$ cat src/mcn_map.vh
// Purpose: Register map, field positions, reset values and encodings
// Assumes: 32-bit word registers at byte addresses, low bits used
// Notes: Definitions only
`ifndef MCN_MAP_VH
`define MCN_MAP_VH

`define MCN_ADDR_W 8
`define MCN_A_MAIN_CONFIG 8'h00
`define MCN_A_INPUT_ENABLE 8'h04
`define MCN_A_PLL_ENABLE 8'h08
`define MCN_A_APLL_CTRL3 8'h0c
`define MCN_A_NCO_CTRL1 8'h10
`define MCN_A_FREQ_LO 8'h14
`define MCN_A_FREQ_HI 8'h18
`define MCN_A_NOMINAL_LO 8'h1c
`define MCN_A_NOMINAL_HI 8'h20
`define MCN_A_STATUS 8'h24

// Status register writable fields
`define MCN_ST_OUT_BIT 0
`define MCN_ST_DIR_BIT 1

// main_config_one fields
`define MCN_MC_SRC_LSB 0
`define MCN_MC_SRC_MSB 1
`define MCN_MC_DBL_BIT 2
`define MCN_MC_MASTER_CLOCK_SELECT_BIT 3
`define MCN_MC_RING_OSC_DISABLE_BIT 4
`define MCN_MC_W 5
`define MCN_MC_RESET 5'h00

// Oscillator pin source encodings
`define MCN_SRC_CRYSTAL 2'h1
`define MCN_SRC_EXTCLK 2'h2

// input_enable_reg: one bit per differential input
`define MCN_IE_W 3
`define MCN_IE_RESET 3'h0
`define MCN_IE_THIRD_BIT 2

// pll_enable_reg
`define MCN_PE_NCO_BIT 1
`define MCN_PE_W 2
`define MCN_PE_RESET 2'h0

// apll_ref_select, 3 bits; 11x selects the NCO block
`define MCN_REF_W 3
`define MCN_REF_RESET 3'h0
`define MCN_REF_NCO_TOP 2'h3

// nco_block_control_one mode
`define MCN_MODE_W 4
`define MCN_MODE_RESET 4'h0
`define MCN_MODE_NCO 4'h1
`define MCN_MODE_SPREAD 4'h2

// Frequency control word
`define MCN_FCW_W 40
`define MCN_FCW_HI_W 8

// Clock switch settling: cycles the busy flag stays set after a change
`define MCN_SWITCH_CYCLES 4'h8
`define MCN_CNT_W 4

`endif

$ cat src/mcn_word_store.v
// Purpose: Holds the frequency control word, registered read data
// Assumes: Single clock, write port split in a low 32-bit part and a high part
// Notes: Word reads come out of a register one cycle after the select
`timescale 1ns/100ps
`include "mcn_map.vh"
module mcn_word_store #(
    parameter WORD_W = 40,
    parameter [WORD_W-1:0] RESET_WORD = 40'h0
) (
    input wire clk,
    input wire rst,
    input wire wr_lo,
    input wire wr_hi,
    input wire [31:0] wdata,
    output reg [WORD_W-1:0] word,
    output reg [WORD_W-1:0] word_q
);
////////////////////////////////////////////////////////////////////////
always @(posedge clk or posedge rst) begin
    if (rst) begin
        word <= RESET_WORD;
        word_q <= RESET_WORD;
    end else begin
        if (wr_lo)
            word[31:0] <= wdata;
        if (wr_hi)
            word[WORD_W-1:32] <= wdata[WORD_W-33:0];
        word_q <= word;
    end
end
endmodule // mcn_word_store

$ cat src/mcn_clock_ctrl.v
// Purpose: Master clock source and NCO block control with register port
// Assumes: Host port synchronous to CLK_SYS; analog blocks take enables
// Notes: Read data stand one cycle after the read strobe
//
// Operation
// (RQ1) Crystal driver enabled only while source field holds crystal code.
// (RQ2) Oscillator pin enabled as single-ended clock input for external code.
// (RQ3) Doubler bit set doubles the selected crystal or pin clock.
// (RQ4) After reset registers and host port run from the ring oscillator.
// (RQ5) Software sets master clock select once the pin clock is stable.
// (RQ6) Ring oscillator disable bit written one powers the ring down; code does so only when master clock select is written one too.
// (RQ7) APLL-only mode needs no pin clock; ring oscillator stays on.
// (RQ8) Each of three differential inputs enabled by its own bit.
// (RQ9) Third input positive pin serves as general pin when not a clock.
// (RQ10) NCO block enabled by its bit in the PLL enable register.
// (RQ11) NCO output feeds APLL reference when reference select is 11x.
// (RQ12) Block mode 0001 runs plain NCO mode.
// (RQ13) Block mode 0010 runs spread-spectrum mode.
// (RQ14) 40-bit unsigned control word sets NCO frequency, finer than 0.01ppb.
// (RQ15) Control word at nominal gives zero offset to the pin master clock.
// (RQ16) Software reads nominal word back before retuning.
// (RQ17) New word is nominal times one plus ppm over 1e6, rounded.
// (RQ18) Keep word within 1000ppm of nominal, 500ppm of previous.
// (RQ19) With spread also on, total deviation within 5000ppm.
// (RQ20) Host accesses stay intact while clock source changes.
//
// The register addresses and the address-and-strobe port were left to the implementer.
`timescale 1ns/100ps
`include "mcn_map.vh"
module mcn_clock_ctrl #(
    parameter [`MCN_FCW_W-1:0] NOMINAL_WORD = 40'h0100000000
) (
    input wire CLK_SYS,
    input wire RST,
    input wire [`MCN_ADDR_W-1:0] ADDR,
    input wire [31:0] WDATA,
    input wire WR,
    input wire RD,
    output reg [31:0] RDATA,
    output reg XTAL_DRIVER_EN,
    output reg OSC_PIN_INPUT_EN,
    output reg DOUBLER_EN,
    output reg RING_OSC_EN,
    output reg REG_CLK_FROM_PIN,
    output reg NCO_MASTER_FROM_PIN,
    output reg [`MCN_IE_W-1:0] INPUT_CLK_EN,
    input wire GENERAL_PIN_THREE_IN,
    output reg GENERAL_PIN_THREE_OUT,
    output reg GENERAL_PIN_THREE_OE_N,
    output reg NCO_BLOCK_EN,
    output reg APLL_REF_FROM_NCO,
    output reg [`MCN_REF_W-1:0] APLL_REF_SEL,
    output reg NCO_MODE,
    output reg SPREAD_MODE,
    output reg [`MCN_FCW_W-1:0] FREQ_WORD,
    output reg SWITCH_BUSY
);
////////////////////////////////////////////////////////////////////////
// Register state
reg [`MCN_MC_W-1:0] main_config_one;
reg [`MCN_IE_W-1:0] input_enable_reg;
reg [`MCN_PE_W-1:0] pll_enable_reg;
reg [`MCN_REF_W-1:0] apll_ref_select;
reg [`MCN_MODE_W-1:0] nco_mode;
reg gp_out;
reg gp_dir_out;
reg [`MCN_CNT_W-1:0] switch_cnt;
wire [`MCN_FCW_W-1:0] freq_control_word;
wire [`MCN_FCW_W-1:0] freq_word_q;
wire wr_main = WR && (ADDR == `MCN_A_MAIN_CONFIG);
wire [1:0] osc_pin_source_mode =
    main_config_one[`MCN_MC_SRC_MSB:`MCN_MC_SRC_LSB];
wire master_clock_select = main_config_one[`MCN_MC_MASTER_CLOCK_SELECT_BIT];
wire ring_osc_disable = main_config_one[`MCN_MC_RING_OSC_DISABLE_BIT];
wire [1:0] new_src = WDATA[`MCN_MC_SRC_MSB:`MCN_MC_SRC_LSB];
// A change of the clock that runs the register side
wire clk_change = wr_main &&
    ((WDATA[`MCN_MC_MASTER_CLOCK_SELECT_BIT] != master_clock_select) ||
     (WDATA[`MCN_MC_RING_OSC_DISABLE_BIT] != ring_osc_disable) ||
     (new_src != osc_pin_source_mode));
// Ring must not be stopped while the pin is not yet the master clock,
// else the host port would lose its only clock.
wire ring_off_ok = WDATA[`MCN_MC_MASTER_CLOCK_SELECT_BIT];

////////////////////////////////////////////////////////////////////////
// Frequency word store
mcn_word_store #(
    .WORD_W(`MCN_FCW_W),
    .RESET_WORD(NOMINAL_WORD)
) u_word (
    .clk(CLK_SYS),
    .rst(RST),
    .wr_lo(WR && (ADDR == `MCN_A_FREQ_LO)), // RQ14
    .wr_hi(WR && (ADDR == `MCN_A_FREQ_HI)), // RQ14
    .wdata(WDATA),
    .word(freq_control_word),
    .word_q(freq_word_q)
);

////////////////////////////////////////////////////////////////////////
// Register writes
always @(posedge CLK_SYS or posedge RST) begin
    if (RST) begin
        main_config_one <= `MCN_MC_RESET; // RQ4
        input_enable_reg <= `MCN_IE_RESET;
        pll_enable_reg <= `MCN_PE_RESET;
        apll_ref_select <= `MCN_REF_RESET;
        nco_mode <= `MCN_MODE_RESET;
        gp_out <= 1'b0;
        gp_dir_out <= 1'b0;
    end else if (WR) begin
        case (ADDR)
            `MCN_A_MAIN_CONFIG: begin
                main_config_one <= WDATA[`MCN_MC_W-1:0];
                // RQ7: ring stays on unless the pin clock takes over
                if (!ring_off_ok)
                    main_config_one[`MCN_MC_RING_OSC_DISABLE_BIT] <= 1'b0; // RQ7
            end
            `MCN_A_INPUT_ENABLE: input_enable_reg <= WDATA[`MCN_IE_W-1:0];
            `MCN_A_PLL_ENABLE: pll_enable_reg <= WDATA[`MCN_PE_W-1:0];
            `MCN_A_APLL_CTRL3: apll_ref_select <= WDATA[`MCN_REF_W-1:0];
            `MCN_A_NCO_CTRL1: nco_mode <= WDATA[`MCN_MODE_W-1:0];
            `MCN_A_STATUS: begin
                gp_out <= WDATA[`MCN_ST_OUT_BIT];
                gp_dir_out <= WDATA[`MCN_ST_DIR_BIT];
            end
            default: begin
            end
        endcase
    end
end

////////////////////////////////////////////////////////////////////////
// Clock switch guard: a change of the register clock source raises a
// busy window; the source switch itself is glitch-free outside.
always @(posedge CLK_SYS or posedge RST) begin
    if (RST)
        switch_cnt <= {`MCN_CNT_W{1'b0}};
    else if (clk_change)
        switch_cnt <= `MCN_SWITCH_CYCLES; // RQ20
    else if (switch_cnt != {`MCN_CNT_W{1'b0}})
        switch_cnt <= switch_cnt - 1'b1;
end

////////////////////////////////////////////////////////////////////////
// Read path: data stand one cycle after the strobe
always @(posedge CLK_SYS or posedge RST) begin
    if (RST) begin
        RDATA <= 32'h0;
    end else if (RD) begin
        case (ADDR)
            `MCN_A_MAIN_CONFIG: RDATA <= {27'h0, main_config_one};
            `MCN_A_INPUT_ENABLE: RDATA <= {29'h0, input_enable_reg};
            `MCN_A_PLL_ENABLE: RDATA <= {30'h0, pll_enable_reg};
            `MCN_A_APLL_CTRL3: RDATA <= {29'h0, apll_ref_select};
            `MCN_A_NCO_CTRL1: RDATA <= {28'h0, nco_mode};
            `MCN_A_FREQ_LO: RDATA <= freq_control_word[31:0]; // RQ14
            `MCN_A_FREQ_HI:
                RDATA <= {24'h0, freq_control_word[`MCN_FCW_W-1:32]};
            `MCN_A_NOMINAL_LO: RDATA <= NOMINAL_WORD[31:0]; // RQ16
            `MCN_A_NOMINAL_HI:
                RDATA <= {24'h0, NOMINAL_WORD[`MCN_FCW_W-1:32]}; // RQ16
            `MCN_A_STATUS:
                RDATA <= {28'h0, (switch_cnt != {`MCN_CNT_W{1'b0}}),
                          GENERAL_PIN_THREE_IN, gp_dir_out, gp_out};
            default: RDATA <= 32'h0;
        endcase
    end else begin
        RDATA <= 32'h0;
    end
end

////////////////////////////////////////////////////////////////////////
// Clock source and block controls, all registered
always @(posedge CLK_SYS or posedge RST) begin
    if (RST) begin
        XTAL_DRIVER_EN <= 1'b0;
        OSC_PIN_INPUT_EN <= 1'b0;
        DOUBLER_EN <= 1'b0;
        RING_OSC_EN <= 1'b1;
        REG_CLK_FROM_PIN <= 1'b0;
        NCO_MASTER_FROM_PIN <= 1'b0;
        INPUT_CLK_EN <= `MCN_IE_RESET;
        GENERAL_PIN_THREE_OUT <= 1'b0;
        GENERAL_PIN_THREE_OE_N <= 1'b1;
        NCO_BLOCK_EN <= 1'b0;
        APLL_REF_FROM_NCO <= 1'b0;
        APLL_REF_SEL <= `MCN_REF_RESET;
        NCO_MODE <= 1'b0;
        SPREAD_MODE <= 1'b0;
        FREQ_WORD <= NOMINAL_WORD;
        SWITCH_BUSY <= 1'b0;
    end else begin
        XTAL_DRIVER_EN <= (osc_pin_source_mode == `MCN_SRC_CRYSTAL); // RQ1
        OSC_PIN_INPUT_EN <= (osc_pin_source_mode == `MCN_SRC_EXTCLK); // RQ2
        // Doubling only makes sense with a live crystal or pin source
        DOUBLER_EN <= main_config_one[`MCN_MC_DBL_BIT] &&
            ((osc_pin_source_mode == `MCN_SRC_CRYSTAL) ||
             (osc_pin_source_mode == `MCN_SRC_EXTCLK)); // RQ3
        RING_OSC_EN <= !ring_osc_disable; // RQ6 RQ7
        // Register side leaves the ring only when it is being shut down
        REG_CLK_FROM_PIN <= master_clock_select && ring_osc_disable; // RQ4
        NCO_MASTER_FROM_PIN <= master_clock_select; // RQ5
        INPUT_CLK_EN <= input_enable_reg; // RQ8
        GENERAL_PIN_THREE_OUT <= gp_out; // RQ9
        GENERAL_PIN_THREE_OE_N <=
            input_enable_reg[`MCN_IE_THIRD_BIT] || !gp_dir_out; // RQ9
        NCO_BLOCK_EN <= pll_enable_reg[`MCN_PE_NCO_BIT]; // RQ10
        APLL_REF_FROM_NCO <= (apll_ref_select[`MCN_REF_W-1:1] ==
            `MCN_REF_NCO_TOP); // RQ11
        APLL_REF_SEL <= apll_ref_select;
        NCO_MODE <= (nco_mode == `MCN_MODE_NCO); // RQ12
        SPREAD_MODE <= (nco_mode == `MCN_MODE_SPREAD); // RQ13
        // Word passes unchanged, so nominal gives zero offset
        FREQ_WORD <= freq_word_q; // RQ15
        SWITCH_BUSY <= (switch_cnt != {`MCN_CNT_W{1'b0}}); // RQ20
    end
end
endmodule // mcn_clock_ctrl

$ cat config.mk
export PLATFORM = sky130hd
export DESIGN_NAME = mcn_clock_ctrl
export DESIGN_NICKNAME = d
export VERILOG_FILES = /design/src/mcn_word_store.v /design/src/mcn_clock_ctrl.v
export VERILOG_INCLUDE_DIRS = /design/src
export SDC_FILE = /design/constraint.sdc
export NUM_CORES = 1
export LEC_CHECK = 0
export BUFFER_PORTS_ARGS = -buffer_cell sky130_fd_sc_hd__buf_2
export CELL_PAD_IN_SITES_DETAIL_PLACEMENT = 1
export CELL_PAD_IN_SITES_GLOBAL_PLACEMENT = 2
export CORE_ASPECT_RATIO = 0.7
export CORE_MARGIN = 5
export CORE_UTILIZATION = 41
export DETAILED_ROUTE_END_ITERATION = 10
export PLACE_DENSITY_LB_ADDON = 0.1
export RECOVER_POWER = 100
export SLEW_MARGIN = 5
export SYNTH_ARGS = -nofsm -noshare
export SYNTH_HDL_FRONTEND = slang
export SYNTH_SLANG_ARGS = --single-unit
$ cat constraint.sdc
create_clock -name CLK_SYS -period 14 [get_ports CLK_SYS]
set_input_delay 2.8 -clock CLK_SYS [delete_from_list [all_inputs] [get_ports CLK_SYS]]
set_output_delay 2.8 -clock CLK_SYS [all_outputs]
set_load 0.01 [all_outputs]
==> reports/metrics.cfg, run 1 <==
[run_status]
failed_checks=max-capacitance violations, max-slew violations
status=finished with violations

[timing]
hold_viol_final=0
rsz0062_at_grt=no
setup_violations=0
tns_ns=0
worst_pin_slew_ns=4.67
clock.fmax_ghz=0.141
clock-skew-final_ns=0.00702
drv_slew=157
post-route-min-period_ns=7.12
period_share_pct=50.8
maxSlewHeadroom_pct=-213

[worst_setup_path]
worst_path_largest_cell_delay_ns=1.64
end_kind=register
worstPathCellList=clkbuf_1 -> nor4b_1 -> nand2_1 -> mux2_1
path_max_fanout=32
path_delay_family=simple AND/OR/NAND/NOR gates
arrival_ns=7.41
cp_data_required_time_ns=14.30
path_buf_inv=1
r2r_cells=3
crit_slowest_cell=nor4b_1
worstSetupPathType=in2reg
crit_cells=4
cp-start-kind=primary input

[clock_network]
clockRootBuffer=clkbuf_16
cts_tree=built
clock_sinks=194
cts_resized=0
postCtsSetupBuffers=0
clk_latency_ns=0.42
cts_max_level=4
clock_path_buffers=2
hold_buffers=0
path_clk_slew_ns=0.07
cts_buffers=17

[global_routing]
antenna_found_initial=0
grt_pass1_wl_um=23000
grt_start_max_net_pins=111
grt.total_usage_pct=16.3
grt.overflow.total=0
first_global_vias=4055

[routing]
routed_wl_um=14600
wire_per_inst_um=19.1
drcViolationCount=0
drt_iter0_drc=215
drt_pass1_iterations=6
vias=3698
vias_per_cell=4.83
ant_nets=0

[placed_design]
place_area_sq_um=7440
detailed_place_hpwl_um=10000
gp_congestion=0.767
io_buffers=135

[power]
swShare_pct=22.9
max-vdd-ir-drop_v=0.0000711
clkPwrFrac_pct=41.6
p_leak_nw=3.89
pwr-share-comb_pct=6.5
power.net_switching_w=0.000268
p_int_w=0.000900
seqPwrFrac_pct=51.9
powerDensity_nw_per_um2=149
finalPower_w=0.00117

[yosys]
syn_avg_cell_area_sq_um=15.9
ys.warnings.count=0
synth_cells=413
ys_seq_area_share_pct=73.9
yosysTopAreaCell=dfrtp_1
synth_seq_cells=194
netlist_area_sq_um=6580
yosys.area.top_type_share_pct=71.9
synth_nets=462
synthTopCellsByArea=dfrtp_1, mux2_2, and2_1
ys_types=49

[cells_and_area]
syn_to_final_growth_pct=19.1
mostFrequentLayoutCell=dfrtp_1
top_regs=FREQ_WORD (40), u_word.word (40), u_word.word_q (40)
fin_area_sq_um=7830
multiInputGateArea_sq_um=1520
final_cell_mix=dfrtp_1, clkbuf_1, mux2_2
nFillCells=1583
regArea_sq_um=4860
drive_above_1_share_pct=23.6
finalNetCount=601

[floorplan]
dieHeight_um=116
die_area_sq_um=18700
start_util_pct=42.2
chipWidth_um=161
design.core.area_sq_um=15600
rows=38
pin_count=136

[flow_run]
maxCapViolCount=3

[hold_path]
holdPathStages=0
hold_class=reg2reg

worst register-to-register path, cell delays in order, from the launching register on:
cell     delay, ns
dfrtp_1       0.42
xor2_1        0.19
o41ai_1       0.80
and3_1        0.26
cells in the mapped netlist, drive strengths merged:
| cell | number |
|---|---|
| or3 | 1 |
| nor3 | 5 |
| o41ai | 2 |
| dfstp | 5 |
| buf | 11 |
| o32ai | 1 |
| nand3 | 5 |
| o211a | 1 |
| nor3b | 2 |
| clkbuf | 5 |
| a22oi | 3 |
| mux2 | 57 |
| a22o | 1 |
| and3 | 7 |
| a21boi | 1 |
| and2 | 27 |
| nand3b | 4 |
| o21ai | 9 |
| xor2 | 5 |
| nor4b | 4 |
| xnor2 | 1 |
| ha | 4 |
| nand2 | 14 |
| o21bai | 1 |
| mux2i | 6 |
| or4 | 1 |
| a21oi | 9 |
| inv | 10 |
| nor2b | 1 |
| o2bb2ai | 1 |
| nand2b | 1 |
| dfrtp | 189 |
| a222oi | 1 |
| nor2 | 14 |
| o2111ai | 1 |
| nor4 | 2 |
| and4 | 1 |
final timing paths:
check                                               start                          to  slack, ns
setup / recovery                                  ADDR[2]  u_word.word[8]$_DFFE_PP0P_       6.88
hold reg to reg               u_word.word_q[38]$_DFF_PP0_     FREQ_WORD[38]$_DFF_PP0_       0.34
setup reg to reg           main_config_one[0]$_DFFE_PP0P_   switch_cnt[2]$_DFFE_PP0P_      12.26
hold / removal                u_word.word_q[38]$_DFF_PP0_     FREQ_WORD[38]$_DFF_PP0_       0.34
min in group asynchronous                             RST         RDATA[26]$_DFF_PP0_       3.80
max in group asynchronous                             RST      FREQ_WORD[9]$_DFF_PP0_       7.66
layout make-up:
cell class	count	share of cell area, %
Multi-Input combinational cell	193	19.4
Tap cell	200	3.19
Inverter	10	0.495
Timing Repair Buffer	136	7.24
Clock buffer	21	6.01
Sequential cell	194	62.1
Antenna cell	1	0.0319
Clock inverter	10	1.60
kinds of logic (layout without fill, tap and decap cells):
kind of cell    Yosys count  after routing  share of synthesized area (%)
fa+ha+maj                 4              4                          0.761
mux                      63             63                           10.7
simple gates             89             89                           8.88
flops                   194            194                           73.9
compound gates           31             31                           3.16
other cells               0              1                              0
xor+xnor                  6              6                          0.799
buf+inv                  26            177                           1.83
power by group through the flow:
| stage | sequential [W] | combinational, W | clock [W] |
|---|---|---|---|
| 5_1_grt | 0.000609 | 0.0000875 | 0.000525 |
| 6_report | 0.000605 | 0.0000759 | 0.000486 |
| 3_5_place_dp | 0.000616 | 0.0000820 | 0 |
| 2_1_floorplan | 0.000616 | 0.0000486 | 0 |
| 3_3_place_gp | 0.000614 | 0.0000793 | 0 |
| 4_1_cts | 0.000605 | 0.0000824 | 0.000500 |
layer usage:
metal	GRT usage, %	part of all wire, %	up-vias
li1	-	-	1672
met1	23.1	47	1929
met2	24.2	46	86
met3	5.65	6.3	11
met4	4.77	0.79	0
met5	0	0	-
stage by stage:
| step | hold slack, ns | cells | utilization (%) | setup slack [ns] |
|---|---|---|---|---|
| after global placement | 0.332 | 733 | 47.7 | 8.82 |
| after global routing | 0.355 | 764 | 50.2 | 6.54 |
| final | 0.345 | 765 | 50.2 | 6.88 |
| after floorplan | 0.331 | 413 | - | 5.92 |
| after CTS | 0.350 | 764 | 51.5 | 9.20 |
| after detailed placement | 0.336 | 733 | 47.7 | 8.76 |
(Power assumes the default switching activity.)
==> run 2, diff against run 1 <==
--- a/config.mk
+++ b/config.mk
@@ -11,7 +11,7 @@
 export CELL_PAD_IN_SITES_GLOBAL_PLACEMENT = 2
 export CORE_ASPECT_RATIO = 0.7
 export CORE_MARGIN = 5
-export CORE_UTILIZATION = 41
+export CORE_UTILIZATION = 38
 export DETAILED_ROUTE_END_ITERATION = 10
 export PLACE_DENSITY_LB_ADDON = 0.1
 export RECOVER_POWER = 100
==> constraint.sdc (replaced) <==
create_clock -name CLK_SYS -period 7.25 [get_ports CLK_SYS]
set_input_delay 1.45 -clock CLK_SYS [delete_from_list [all_inputs] [get_ports CLK_SYS]]
set_output_delay 1.45 -clock CLK_SYS [all_outputs]
set_load 0.01 [all_outputs]
==> run 2 against run 1 <==
  * Flip-flop and latch count unchanged
  * Total power increased by 95%
  * Worst setup slack lost 4.6 ns
  * Cell count is 4.1% higher
  * Design area grew 0.72%
  * First-iteration DRC count is 9.8% lower
  * The flow still finishes with violations (max-capacitance violations, max-slew violations)
  * Die area is 7.3% higher
  * Global-route usage decreased by 1.1 points
  * Non-clock buffer count unchanged
  * Clock skew about the same
  * Critical endpoint is now u_word.word[7]$_DFFE_PP0P_
  * Combinational power grew 95%
==> reports/metrics.cfg, run 2 (same netlist as run 1, synthesis figures left out) <==
[routing]
routed_wl_um=14700  ; +0.55%
drt_pass1_iterations=6  ; unchanged
vias=3696  ; -0.054%
drcViolationCount=0  ; unchanged
drt_iter0_drc=194  ; -9.8%
vias_per_cell=4.64  ; -3.9%
ant_nets=0  ; unchanged
wire_per_inst_um=18.5  ; -3.4%

[timing]
clock-skew-final_ns=0.00688  ; -0.000136 ns
tns_ns=0  ; unchanged
clock.fmax_ghz=0.201
post-route-min-period_ns=4.99
maxSlewHeadroom_pct=-48.8  ; +160 points
drv_slew=13  ; -92%
rsz0062_at_grt=no
worst_pin_slew_ns=2.20  ; -2.47 ns
setup_violations=0  ; unchanged
hold_viol_final=0  ; unchanged
period_share_pct=68.8

[worst_setup_path]
worst_path_largest_cell_delay_ns=1.75  ; +0.11 ns
worstPathCellList=buf_2 -> nor4b_1 -> nand2_2 -> mux2_1
r2r_cells=3  ; unchanged
cp_data_required_time_ns=7.55  ; -6.75 ns
path_max_fanout=32  ; unchanged
arrival_ns=5.29  ; -2.12 ns
cp-start-kind=primary input
end_kind=register
worstSetupPathType=in2reg
crit_slowest_cell=nor4b_1

[global_routing]
grt.total_usage_pct=15.2  ; -1.1 points
grt.overflow.total=0  ; unchanged
antenna_found_initial=0  ; unchanged
first_global_vias=3973  ; -2.0%
grt_start_max_net_pins=129  ; +16%
grt_pass1_wl_um=23300  ; +1.5%

[placed_design]
dp_cells=764  ; +4.2%
place_area_sq_um=7470  ; +0.52%
gp_congestion=0.783  ; +2.0%
io_buffers=135  ; unchanged
detailed_place_hpwl_um=9980  ; -0.27%

[cells_and_area]
syn_to_final_growth_pct=20.0
final_cell_mix=dfrtp_1, clkbuf_1, mux2_2
diodes=0  ; -1
mostFrequentLayoutCell=dfrtp_1
regArea_sq_um=4860  ; unchanged
drive_above_1_share_pct=23.9  ; +0.31 points
final_util_pct=46.2  ; -4.0 points
top_regs=FREQ_WORD (40), u_word.word (40), u_word.word_q (40)
multiInputGateArea_sq_um=1520  ; +0.16%
finalNetCount=601  ; unchanged
fin_area_sq_um=7890  ; +0.72%
nFillCells=1791  ; +13%
stdcell_count=796  ; +4.1%

[flow_run]
maxCapViolCount=1  ; -2

[clock_network]
clk_latency_ns=0.43  ; about the same
cts_buffers=17  ; unchanged
postCtsSetupBuffers=0  ; unchanged
cts_resized=0  ; unchanged
path_clk_slew_ns=0.07  ; about the same
cts_tree=built
clock_path_buffers=2  ; unchanged
clockRootBuffer=clkbuf_16
hold_buffers=0  ; unchanged
clock_sinks=194  ; unchanged
cts_max_level=4  ; unchanged

[floorplan]
rows=40  ; +5.3%
start_util_pct=38.5  ; -3.6 points
pin_count=136  ; unchanged
die_area_sq_um=20100  ; +7.3%
dieHeight_um=120  ; +3.5%
design.core.area_sq_um=17100  ; +9.4%
chipWidth_um=167  ; +3.6%

[power]
finalPower_w=0.00227  ; +95%
max-vdd-ir-drop_v=0.000152  ; +110%
powerDensity_nw_per_um2=288  ; +93%
p_leak_nw=3.90  ; +0.37%

[run_status]
failed_checks=max-capacitance violations, max-slew violations
status=finished with violations

[hold_path]
holdPathStages=0  ; unchanged
hold_class=reg2reg

==> run 2: through the flow <==
stage / setup slack, ns / hold WS, ns
final: 2.26 / 0.342
after global routing: 2.00 / 0.345
after CTS: 3.83 / 0.342
after detailed placement: 3.36 / 0.336
after global placement: 3.43 / 0.332
after floorplan: 0.524 / 0.331
==> run 2: path summary, 6_finish.rpt <==
| path | to | slack (ns) | from |
|---|---|---|---|
| hold reg to reg | FREQ_WORD[9]$_DFF_PP0_ | 0.34 | u_word.word_q[9]$_DFF_PP0_ |
| min in group asynchronous | RDATA[22]$_DFF_PP0_ | 1.24 | RST |
| setup / recovery | u_word.word[7]$_DFFE_PP0P_ | 2.26 | ADDR[2] |
| max in group asynchronous | FREQ_WORD[39]$_DFF_PP0_ | 4.65 | RST |
| setup reg to reg | switch_cnt[2]$_DFFE_PP0P_ | 5.48 | main_config_one[0]$_DFFE_PP0P_ |
| hold / removal | FREQ_WORD[9]$_DFF_PP0_ | 0.34 | u_word.word_q[9]$_DFF_PP0_ |
==> run 2: per-layer routing <==
layer	vias to the layer above	GRT usage (%)	share of wire, %
met5	-	0	0
met4	0	5.32	1.3
met3	18	5.24	5.7
met2	90	21.1	43
met1	1911	22.3	50
li1	1677	-	-
==> run 2: area by class of cell <==
| type | instances | area share, % |
|---|---|---|
| Sequential cell | 194 | 61.6 |
| Multi-Input combinational cell | 193 | 19.3 |
| Timing Repair Buffer | 136 | 7.20 |
| Clock buffer | 20 | 5.79 |
| Tap cell | 231 | 3.66 |
| Clock inverter | 12 | 1.89 |
| Inverter | 10 | 0.571 |
==> run 2: report_power, final <==
| part | switching, W | internal, W | leakage, nW |
|---|---|---|---|
| Clock | 0.000419 | 0.000536 | 0.301 |
| Sequential | 0.0000296 | 0.00114 | 2.64 |
| Combinational | 0.0000893 | 0.0000588 | 0.964 |
| Total | 0.000538 | 0.00173 | 3.90 |
==> run 2: critical path, delay by kind of cell <==
family	cells	cell delay [ns]
buffers and inverters	1	0.30
and+or+nand+nor	2	2.90
muxes	1	0.62
